==> config.mk <==
export PLATFORM = sky130hd
export DESIGN_NAME = csfr_status_reg
export DESIGN_NICKNAME = d
export VERILOG_FILES = /design/src/rtl/csfr_status_reg.v
export VERILOG_INCLUDE_DIRS = /design/src /design/src/include
export SDC_FILE = /design/constraint.sdc
export NUM_CORES = 1
export LEC_CHECK = 0
export ABC_AREA = 1
export BUFFER_PORTS_ARGS = -buffer_cell sky130_fd_sc_hd__buf_2
export CORE_ASPECT_RATIO = 0.6
export CORE_UTILIZATION = 48
export DETAILED_ROUTE_END_ITERATION = 12
export GPL_ROUTABILITY_DRIVEN = 0
export PLACE_DENSITY = 0.81
export RECOVER_POWER = 25
export SYNTH_ARGS = -nofsm -noshare
export SYNTH_HDL_FRONTEND = slang
export SYNTH_SLANG_ARGS = --single-unit
==> constraint.sdc <==
create_clock -name i_mclk -period 2 [get_ports i_mclk]
set_input_delay 0 -clock i_mclk [delete_from_list [all_inputs] [get_ports i_mclk]]
set_output_delay 0 -clock i_mclk [all_outputs]
set_load 0.01 [all_outputs]
==> src/include/csfr_defs.vh <==
// Constants for the core status flag register block.
// Assumes inclusion by bare name from the design file.
`ifndef CSFR_DEFS_VH
`define CSFR_DEFS_VH

// ****************************************
// APB register byte addresses
// ****************************************
`define CSFR_ADDR_STATUS    12'h000
`define CSFR_ADDR_PRESCALE  12'h004
`define CSFR_ADDR_RESULT    12'h008

// ****************************************
// Status register field positions
// ****************************************
`define CSFR_BIT_CARRY      0
`define CSFR_BIT_NIBBLE     1
`define CSFR_BIT_ZERO       2
`define CSFR_BIT_SLEEP      3
`define CSFR_BIT_WDOG       4
`define CSFR_BIT_DBANK_LO   5
`define CSFR_BIT_DBANK_HI   6
`define CSFR_BIT_IBANK      7

// ****************************************
// Reset values
// ****************************************
`define CSFR_RST_BANKS      3'h0
`define CSFR_RST_ALUFLAGS   3'h0
`define CSFR_RST_PRESCALE   4'hF

// ****************************************
// Prescaler config fields
// ****************************************
`define CSFR_BIT_OWNER      3

// ****************************************
// ALU operation kinds
// ****************************************
`define CSFR_OP_NONE        3'h0
`define CSFR_OP_LOGIC       3'h1
`define CSFR_OP_ADD         3'h2
`define CSFR_OP_SUB         3'h3
`define CSFR_OP_ROTL        3'h4
`define CSFR_OP_ROTR        3'h5

`endif

==> src/rtl/csfr_status_reg.v <==
// Status flag register of an 8-bit core, with ALU flag logic,
// bank-select address forming and the shared timer/watchdog prescaler.
// Assumes one clock, synchronous active-high reset, APB master outside.
// Instruction-side strobes are single-cycle and already decoded.
// Prescaler count restarts on every configuration write.
// Undefined-at-power-on flags are simply cleared by reset.
//
// How it works
// - Status register writable as instruction destination
// - Flag-affecting instruction overrides written flag bits
// - Watchdog and sleep flags read-only, reset one
// - Zero-instruction clears banks, sets zero flag
// - Subtract carries are inverted borrows
// - Indirect bank bit is ninth address bit
// - Direct bank bits select one of four banks
// - Sleep flag set by kick, cleared by sleep
// - Zero flag follows zero result
// - Nibble flag is carry out of bit three
// - Carry flag is carry out of top bit
// - Banks reset clear; six bits read/write
// - Owner bit one gives timer 1:1 rate
//
// Design decisions made here: the register addresses and the APB register port.
`timescale 1ns/1ns
`include "csfr_defs.vh"
`default_nettype none

module csfr_status_reg (
    input  wire        i_mclk,         // Core clock
    input  wire        i_srst,         // Sync reset, high
    // APB slave
    input  wire        i_psel,
    input  wire        i_penable,
    input  wire        i_pwrite,
    input  wire [11:0] i_paddr,
    input  wire [31:0] i_pwdata,
    output reg  [31:0] o_prdata,
    output reg         o_pready,
    output reg         o_pslverr,
    // Instruction side
    input  wire        i_core_wr,      // Instruction stores to status
    input  wire [7:0]  i_core_wdata,   // Value stored
    input  wire        i_clr_status,   // Zero-instruction on status
    input  wire [2:0]  i_alu_op,       // Operation kind
    input  wire [7:0]  i_alu_a,        // First operand
    input  wire [7:0]  i_alu_b,        // Second operand
    input  wire        i_wdt_kick,     // Watchdog kick instruction
    input  wire        i_sleep,        // Sleep instruction
    input  wire        i_wdt_timeout,  // Watchdog time-out event
    // Address forming
    input  wire [6:0]  i_dir_addr,     // Direct address field
    input  wire [7:0]  i_ind_ptr,      // Indirect pointer
    output reg  [8:0]  o_dir_addr,     // Full direct address
    output reg  [8:0]  o_ind_addr,     // Full indirect address
    // Flags and result
    output reg  [7:0]  o_status,       // Status register
    output reg  [7:0]  o_alu_result,   // Last ALU result
    // Prescaler
    input  wire        i_tmr0_tick,    // Timer-zero source tick
    input  wire        i_wdt_tick,     // Watchdog oscillator tick
    output reg         o_tmr0_step,    // Timer-zero increment pulse
    output reg         o_wdt_step      // Watchdog increment pulse
);

    // ****************************************
    // Helpers
    // ****************************************

    // True when every bit below bit n of the count is one
    // Rate zero on the watchdog side gives an empty mask, so every tick passes
    // Shared by both prescaler directions
    function ripe;
        input [7:0] cnt;
        input [3:0] n;
        reg   [8:0] mask;
        begin
            mask = (9'h001 << n) - 9'h001;
            ripe = ((cnt & mask[7:0]) == mask[7:0]);
        end
    endfunction

    // ****************************************
    // State
    // ****************************************
    reg  [7:0] status_q;               // Status bits
    reg  [7:0] status_d;
    reg  [7:0] result_q;               // ALU result
    reg  [7:0] result_d;
    reg  [3:0] pscfg_q;                // Owner bit and rate
    reg  [7:0] pscnt_q;                // Shared prescaler count
    reg        pready_q;               // APB ready
    reg  [31:0] prdata_q;              // APB read data
    reg        pslverr_q;              // APB error

    // Bus decode; a transfer completes when ready stands in access
    // Only full word addresses match, low bits included
    wire       apb_acc = i_psel & i_penable;
    wire       apb_done = apb_acc & pready_q;
    wire       apb_wr = apb_done & i_pwrite;
    wire       hit_st = (i_paddr == `CSFR_ADDR_STATUS);
    wire       hit_ps = (i_paddr == `CSFR_ADDR_PRESCALE);
    wire       hit_rs = (i_paddr == `CSFR_ADDR_RESULT);
    wire       hit_any = hit_st | hit_ps | hit_rs;
    // Prescaler configuration fields
    wire       owner = pscfg_q[`CSFR_BIT_OWNER];
    wire [2:0] rate = pscfg_q[2:0];

    // ****************************************
    // ALU flags
    // ****************************************
    reg  [8:0] wide;                   // Result with carry out
    reg  [4:0] low;                    // Low nibble with carry out
    reg        upd_z;                  // Zero flag updated
    reg        upd_c;                  // Carry flag updated
    reg        upd_dc;                 // Nibble flag updated

    // Result and flag sources for each kind
    // Nine-bit sum keeps the carry out of bit seven
    // Subtract adds the inverted operand plus one, so carry is no-borrow
    // Rotates pull the old carry in and push the leaving bit out
    always @* begin
        wide   = 9'h000;
        low    = 5'h00;
        upd_z  = 1'b0;
        upd_c  = 1'b0;
        upd_dc = 1'b0;
        case (i_alu_op)
            `CSFR_OP_LOGIC: begin
                wide  = {1'b0, i_alu_a};
                upd_z = 1'b1;
            end
            `CSFR_OP_ADD: begin
                wide   = {1'b0, i_alu_a} + {1'b0, i_alu_b};
                low    = {1'b0, i_alu_a[3:0]} + {1'b0, i_alu_b[3:0]};
                upd_z  = 1'b1;
                upd_c  = 1'b1;
                upd_dc = 1'b1;
            end
            `CSFR_OP_SUB: begin
                // Two's complement add: carry out means no borrow
                wide   = {1'b0, i_alu_a} + {1'b0, ~i_alu_b} + 9'h001;
                low    = {1'b0, i_alu_a[3:0]} + {1'b0, ~i_alu_b[3:0]} + 5'h01;
                upd_z  = 1'b1;
                upd_c  = 1'b1;
                upd_dc = 1'b1;
            end
            `CSFR_OP_ROTL: begin
                // Rotate through carry, top bit leaves
                wide  = {i_alu_a, status_q[`CSFR_BIT_CARRY]};
                upd_c = 1'b1;
            end
            `CSFR_OP_ROTR: begin
                // Rotate through carry, low bit leaves
                wide  = {i_alu_a[0], status_q[`CSFR_BIT_CARRY], i_alu_a[7:1]};
                upd_c = 1'b1;
            end
            default: begin
                wide = 9'h000;
            end
        endcase
    end

    // ****************************************
    // Next status value
    // ****************************************

    // Order: store, zero-instruction, ALU flags, reset-cause events
    // Later assignments override earlier ones, so the order below
    // is the priority between events of the same cycle
    // A core store and a bus store together: the bus store is lost
    always @* begin
        status_d = status_q;
        result_d = result_q;
        // Store paths
        if (i_core_wr) begin
            // Only the six writable bits take the store
            status_d[7:5] = i_core_wdata[7:5];
            status_d[2:0] = i_core_wdata[2:0];
        end else if (apb_wr && hit_st) begin
            // Software store behaves as a flagless store
            status_d[7:5] = i_pwdata[7:5];
            status_d[2:0] = i_pwdata[2:0];
        end
        // Zero-instruction on the status register
        if (i_clr_status) begin
            status_d[7:5] = 3'h0;
            status_d[`CSFR_BIT_ZERO] = 1'b1;
        end
        // Result kept while no operation runs
        if (i_alu_op != `CSFR_OP_NONE) begin
            result_d = wide[7:0];
        end
        // Flags from the operation beat any stored value
        if (upd_z) begin
            status_d[`CSFR_BIT_ZERO] = (wide[7:0] == 8'h00);
        end
        if (upd_c) begin
            status_d[`CSFR_BIT_CARRY] = wide[8];
        end
        if (upd_dc) begin
            status_d[`CSFR_BIT_NIBBLE] = low[4];
        end
        // Time-out clears; kick or sleep sets and wins
        if (i_wdt_timeout) begin
            status_d[`CSFR_BIT_WDOG] = 1'b0;
        end
        if (i_wdt_kick || i_sleep) begin
            status_d[`CSFR_BIT_WDOG] = 1'b1;
        end
        if (i_sleep) begin
            status_d[`CSFR_BIT_SLEEP] = 1'b0;
        end
        if (i_wdt_kick) begin
            // Kick wins if both arrive together
            status_d[`CSFR_BIT_SLEEP] = 1'b1;
        end
    end

    // ****************************************
    // Status and result registers
    // ****************************************

    // Flags undefined at power-on are given zero here
    // Reset-cause bits come up as one, banks as zero
    always @(posedge i_mclk) begin
        if (i_srst) begin
            status_q <= {`CSFR_RST_BANKS, 1'b1, 1'b1, `CSFR_RST_ALUFLAGS};
            result_q <= 8'h00;
        end else begin
            status_q <= status_d;
            result_q <= result_d;
        end
    end

    // ****************************************
    // Address forming
    // ****************************************

    // Registered, so addresses lag the bank bits by one cycle
    // Direct: two bank bits above the seven-bit field
    // Indirect: one bank bit above the eight-bit pointer
    always @(posedge i_mclk) begin
        if (i_srst) begin
            o_dir_addr <= 9'h000;
            o_ind_addr <= 9'h000;
        end else begin
            o_dir_addr <= {status_q[`CSFR_BIT_DBANK_HI:`CSFR_BIT_DBANK_LO], i_dir_addr};
            o_ind_addr <= {status_q[`CSFR_BIT_IBANK], i_ind_ptr};
        end
    end

    // ****************************************
    // Shared prescaler
    // ****************************************

    // One counter serves whichever side owns it
    // Owner bit one: watchdog divided by 2^rate
    // Owner bit zero: timer divided by 2^(rate+1)
    // Step pulses last exactly one clock
    always @(posedge i_mclk) begin
        if (i_srst) begin
            pscnt_q     <= 8'h00;
            o_tmr0_step <= 1'b0;
            o_wdt_step  <= 1'b0;
        end else begin
            o_tmr0_step <= 1'b0;
            o_wdt_step  <= 1'b0;
            if (owner) begin
                // Timer passes undivided; watchdog divided
                o_tmr0_step <= i_tmr0_tick;
                if (i_wdt_tick) begin
                    pscnt_q    <= pscnt_q + 8'h01;
                    o_wdt_step <= ripe(pscnt_q, {1'b0, rate});
                end
            end else begin
                // Watchdog passes undivided; timer divided
                o_wdt_step <= i_wdt_tick;
                if (i_tmr0_tick) begin
                    pscnt_q     <= pscnt_q + 8'h01;
                    o_tmr0_step <= ripe(pscnt_q, {1'b0, rate} + 4'h1);
                end
            end
            // Reassignment restarts the count
            if (apb_wr && hit_ps) begin
                pscnt_q <= 8'h00;
            end
        end
    end

    // ****************************************
    // APB slave
    // ****************************************

    // Ready one cycle into access; writes land at the done edge
    // One wait state on every transfer, reads and writes alike
    // Read data captured in the first access cycle
    // Error only for addresses outside the map
    // Writes to the result register are dropped quietly
    always @(posedge i_mclk) begin
        if (i_srst) begin
            pready_q  <= 1'b0;
            prdata_q  <= 32'h00000000;
            pslverr_q <= 1'b0;
            pscfg_q   <= `CSFR_RST_PRESCALE;
        end else begin
            pready_q  <= apb_acc & ~pready_q;
            pslverr_q <= apb_acc & ~pready_q & ~hit_any;
            if (apb_acc && !pready_q) begin
                if (i_pwrite || !hit_any) begin
                    prdata_q <= 32'h00000000;
                end else if (hit_st) begin
                    prdata_q <= {24'h000000, status_q};
                end else if (hit_ps) begin
                    prdata_q <= {28'h0000000, pscfg_q};
                end else begin
                    prdata_q <= {24'h000000, result_q};
                end
            end
            // Configuration write at the completing edge
            if (apb_wr && hit_ps) begin
                pscfg_q <= i_pwdata[3:0];
            end
        end
    end

    // ****************************************
    // Outputs
    // ****************************************

    // Copies of registers, one flop each
    // Pure renames; no logic between flop and pin
    always @* begin
        o_status     = status_q;
        o_alu_result = result_q;
        o_pready     = pready_q;
        o_prdata     = prdata_q;
        o_pslverr    = pslverr_q;
    end

endmodule

`default_nettype wire

[Yosys cells after proc, flatten, opt, wreduce, memory -nomap -nowiden]
Cells that the tools add are included.
Word-level totals
  register bits after elaboration: 82
  input bits: 98
  output and inout port bits: 70
  logic and storage cells: 97
Operators by class
  add/subtract/negate cells: 10
  eq/ne operators: 10
  shift-type cells: 2
  muxes and demuxes: 23
  bitwise operators: 13
  reduce and logical (&&, ||, !) cells: 23
Operators by type and width (number)
  two-way mux 8 bit: 6
  case mux 9 bit (5 select lines): 1
  adder 8 x 8 -> 9 bit: 2
  AND 8 bit: 2
  == test 8 bit: 2
  subtractor 8 x 1 -> 8 bit, second input constant: 2
  == test 12 x 3 -> 1 bit, second input constant: 1
  == test 12 x 4 -> 1 bit, second input constant: 1
  zero test 12 bit: 1
  two-way mux 3 bit: 4
  two-way mux 1 bit: 11
  adder 4 x 4 -> 5 bit: 2
  case mux 5 bit (2 select lines): 1
  OR reduction 2 bit: 5
  adder 9 x 1 -> 9 bit, second input constant: 1
  nonzero test 3 bit: 3
  adder 8 x 1 -> 8 bit, second input constant: 1
  zero test 8 bit: 1
  inverter 8 bit: 1
  left shift 1 x 3 -> 8 bit, first input constant: 1
  left shift 1 x 4 -> 8 bit, first input constant: 1
  == test 3 x 2 -> 1 bit, second input constant: 2
  == test 3 bit, second input constant: 2
  adder 5 x 1 -> 5 bit, second input constant: 1
  other kinds (15): 26

[Depth between registers and ports, before layout]
  word-level depth: 8
  gate-level depth with buffers: 17
  mapped depth without buffers: 17

[Worst setup path after synthesis]
OpenSTA, ideal clock, no wires.
  path type: flip-flop to flip-flop
  from: register pscfg_q[1]
  to: register o_tmr0_step
  setup time: 86 ps
  arrival: 1527 ps
  data required time: 1914 ps
  slack: 388 ps
  cell stages (with the launch flop): 11
  buffers on the path: 1
  period minus slack after synthesis: 1612 ps
  path through: dfxtp_1 buf_2 nand2_1 inv_1 ha_1 nand4_1 nand2_1 o211ai_1 a21oi_1 o2111ai_1 a211oi_1
On the way
  word-level cells in the longest chain between the ends: 7
Ends and longest elaborated chain
  start, declared: line csfr_status_reg.v:89  | reg [3:0] pscfg_q;
  start signal, assigned: line csfr_status_reg.v:304  | pscfg_q <= `CSFR_RST_PRESCALE;
  start signal, assigned: line csfr_status_reg.v:321  | pscfg_q <= i_pwdata[3:0];
  adder 3 x 1 -> 4 bit (*): line csfr_status_reg.v:280  | o_tmr0_step <= ripe(pscnt_q, {1'b0, rate} + 4'h1);
  left shift 1 x 4 -> 8 bit (*): line csfr_status_reg.v:77  | mask = (9'h001 << n) - 9'h001;
  subtractor 8 x 1 -> 8 bit (*): line csfr_status_reg.v:77
  AND 8 bit: line csfr_status_reg.v:78  | ripe = ((cnt & mask[7:0]) == mask[7:0]);
  == test 8 bit (*): line csfr_status_reg.v:78
  two-way mux 1 bit (*): line csfr_status_reg.v:278  | if (i_tmr0_tick) begin
  two-way mux 1 bit (*): line csfr_status_reg.v:268  | if (owner) begin
  end signal, assigned: line csfr_status_reg.v:270  | o_tmr0_step <= i_tmr0_tick;
  end signal, assigned: line csfr_status_reg.v:280
  end, declared: line csfr_status_reg.v:61  | output reg o_tmr0_step,
Mark *: on every way between the ends. The rest lies on a longest branch, timed or not.
A chain may end at the register's enable or synchronous reset.

[Final worst setup path]
  from: register pready_q (netlist: o_pready)
  to: register status_q[5] (netlist: o_status[5])
On the way
  word-level cells in the longest chain between the ends: 4
Ends and longest elaborated chain
  start, declared: line csfr_status_reg.v:91  | reg pready_q;
  start signal, assigned: line csfr_status_reg.v:306  | pready_q <= apb_acc & ~pready_q;
  AND 1 bit: line csfr_status_reg.v:98  | wire apb_done = apb_acc & pready_q;
  AND 1 bit: line csfr_status_reg.v:99  | wire apb_wr = apb_done & i_pwrite;
  logical AND 1 bit: line csfr_status_reg.v:179  | end else if (apb_wr && hit_st) begin
  nonzero test 2 bit (no line)
  end signal, assigned: line csfr_status_reg.v:227  | status_q <= {`CSFR_RST_BANKS, 1'b1, 1'b1, `CSFR_RST_ALUFLAGS};
  end signal, assigned: line csfr_status_reg.v:230  | status_q <= status_d;
  end, declared: line csfr_status_reg.v:85  | reg [7:0] status_q;
Every way passes these cells.

==> results.yml <==
worst_hold_path:
  min_from: "i_pwdata[1]"
  hold-path-endpoint: "pscfg_q[1]"
  worst_hold_path.num_cells: 3
  hold_path_class: "primary input to register"
floorplanning:
  fp.coreArea_um2: 7450
  initial_core_util: 0.508
  die_y_um: 70.8
  placementRows: 24
  floorplan.io_pins: 168
  die_width_um: 117
  die_footprint_um2: 8260
synthesis:
  synth-seq-area-share: 0.307
  dominantRegCellSynth: "dfxtp_1"
  post_synth_instance_area_um2: 3780
  synthArstFlopShare: 0
  netlist.top_cell.by_area: "dfxtp_1"
  yosys_warnings: 0
  synth_enable_flop_cells: 0
  post_synth_num_cell_types: 38
  synth_cells: 578
  post_synth.cell_area_avg_um2: 6.55
  synth.area.top_cells: "dfxtp_1 (31%), nand2_1 (12%), inv_1 (8.8%)"
  synth.top_cell.area_share: 0.307
  yosys_reg_bits: 58
sta:
  clock_skew_ps: 4.85
  slew_viol_final: 0
  hold_viol: 0
  final.period_utilization: 0.903
  slew_headroom: 0.351
  final-setup-viol-count: 0
  tightestPinTransition_ps: 973
  period_minus_slack_ps: 1810
  final.setup.tns_ps: 0
  fmax_mhz: 553
  rsz0062_at_grt: "false"
  timing.hold.ws_ps: 5.50
grt:
  antenna_violations_before_repair: 0
  grt_first_pass_wirelength_um: 19000
  grtUsageTotal: 0.304
  overflow_after_grt: 0
  grt_start_max_net_pins: 23
  first_global_vias: 3922
clock_tree:
  clock_tree.htree_level_count: 3
  cts_tree: "done"
  clk_latency_ps: 330
  number_of_buffers_created_by_cts: 9
  cts.sink_count: 58
  clock_tree.root_cell: "clkbuf_16"
  cts-root-to-sink-buffers: 2
  worst_setup_hold_path_clk_slew_ps: 50
  post-cts-setup-buffers: 0
drt:
  total_routed_length_um: 11700
  detail_route.first_pass.iterations: 5
  routed-via-count: 4306
  routed_wire_length_per_instance_um: 14.1
  ant_nets: 0
  drt_first_iter_violations: 470
  drt-vias-per-instance: 5.19
  remaining_drc_errors: 0
power_and_ir_drop:
  p_leak_nw: 2.66
  p_total_mw: 3.43
  powerDensity_nw_per_um2: 697
  ir_worst_vdd_mv: 0.618
worst_setup_path:
  r2r_start: "o_pready"
  worstSetupStartpointType: "register"
  crit_path_end_kind: "register"
  cp_top_family: "simple AND/OR/NAND/NOR gates"
  reg2reg_to: "o_status[5]"
  r2r_cells: 7
  worst_path_largest_cell_delay_ps: 570
  crit_slowest_cell: "dlygate4sd3_1"
  cp_cell_sequence: "nand2_1 -> nor2_1 -> nand2_1 -> nand2_2 -> o21ai_0 -> a31oi_1 -> dlygate4sd3_1"
  number_of_buffer_and_inverter_instances_along_the_worst_setup_path: 1
  critical_path_required_ps: 2270
  timing.critical_path.arrival_ps: 2080
  cpMostUsedCell: "nand2_1"
  critPathMaxFanout: 7
  path_class: "register to register"
  setup.reg_to_reg.worst_slack_ps: 190
cells_and_area:
  antenna_cells_inserted: 0
  areaGrowthSynthToFinish_pct: 29.9
  layout.cells.most_common_list: "nand2_1 (117), buf_2 (109), inv_1 (89)"
  final_layout_size_suffix_gt1_frac: 0.204
  non_filler_instance_count_after_layout: 830
  final_nets: 842
  final_common_cell: "nand2_1"
run:
  max-cap-violations: 0
placed_design:
  numPlacedInstances: 789
  place_hpwl_um: 8530
  place.port_buffers: 116
outcome:
  run_status: "completed"
-- routing by layer --
layer | GRT usage | part of all wire | wire (um)
met4 | 0.0999 | 0.023 | 266
met3 | 0.113 | 0.13 | 1540
met2 | 0.455 | 0.42 | 4960
met5 | 0 | 0 | 0
met1 | 0.405 | 0.42 | 4920
-- sequential cells by signal, indices dropped and copies added (netlist names) --
register      cells
o_status          8
o_dir_addr        9
o_wdt_step        1
o_tmr0_step       1
o_alu_result      8
pscnt_q           8
o_pslverr         1
o_prdata          8
pscfg_q           4
o_pready          1
o_ind_addr        9
-- timing repair --
action,in CTS,in global routing
hold endpoints to repair,23,0
endpoints found under the setup margin,0,1
hold buffers,25,0
resized for setup,0,1
-- report_power, final --
part	leakage [nW]	internal (mW)	switching (mW)	total, mW
Combinational	2.03	0.245	0.395	0.640
Clock	0.151	1.02	0.529	1.55
Sequential	0.475	1.20	0.0311	1.24
Total	2.66	2.47	0.955	3.43
-- cell usage after synthesis, types with 2 or more instances --
library cell and n:
o22ai_1 5, o211ai_1 6, inv_2 7, nand2_2 3, o21ai_0 26, nand3_2 2, buf_4 25, nor3_4 2
fa_1 2, a211oi_1 2, inv_1 89, dfxtp_1 58, nand2_1 117, a21oi_1 39, ha_1 21, nand3_1 44
nor2_1 76, clkbuf_1 5, xnor2_1 2, nor3_1 4, nor2_2 3, nand4_1 13, o21ai_1 4, xor2_1 4
clkinv_1 2, buf_2 5
-- through the flow --
step	setup slack, ps	utilization	instance area (um2)
2_1_floorplan	388	-	3870
3_3_place_gp	102	0.587	4370
3_5_place_dp	38.9	0.587	4370
4_1_cts	178	0.662	4930
5_1_grt	5.46	0.660	4920
6_report	193	0.660	4920
-- worst max-delay path by stage --
| stage | from | cells past startpoint | end |
|---|---|---|---|
| 2_1_floorplan | pscfg_q[1] | 10 | o_tmr0_step |
| 3_3_place_gp | i_alu_a[0] | 17 | o_status[2] |
| 3_5_place_dp | i_alu_a[0] | 15 | o_status[2] |
| 4_1_cts | pscfg_q[1] | 8 | o_tmr0_step |
| 5_1_grt | i_paddr[11] | 11 | o_status[5] |
| 6_report | o_pready | 7 | o_status[5] |
-- worst register-to-register path: cells and delay by family, from the launching register on --
family | cells | cell delay, ps
simple gates | 4 | 600
buf+inv | 1 | 570
flops | 1 | 350
compound gates | 2 | 230
-- cells by family (layout without fill, tap and decap cells) --
group | after synthesis | after routing | share of synthesized area
other cells | 1 | 24 | 0.000991
fa+ha+maj | 23 | 23 | 0.0800
compound gates | 89 | 89 | 0.131
simple gates | 267 | 267 | 0.306
mux | 1 | 1 | 0.00297
buf+inv | 133 | 258 | 0.158
flops | 58 | 58 | 0.307
xor+xnor | 6 | 6 | 0.0139
-- layout make-up --
type | count | area (um2)
clock buffers | 11 | 253
repair buffers | 144 | 841
clock inverters | 5 | 52.6
inverters | 98 | 368
multi-input cells | 410 | 2110
well taps | 104 | 130
fillers | 653 | 2530
flip-flops and latches | 58 | 1160
No activity file was read; power rests on OpenSTA's default activity.
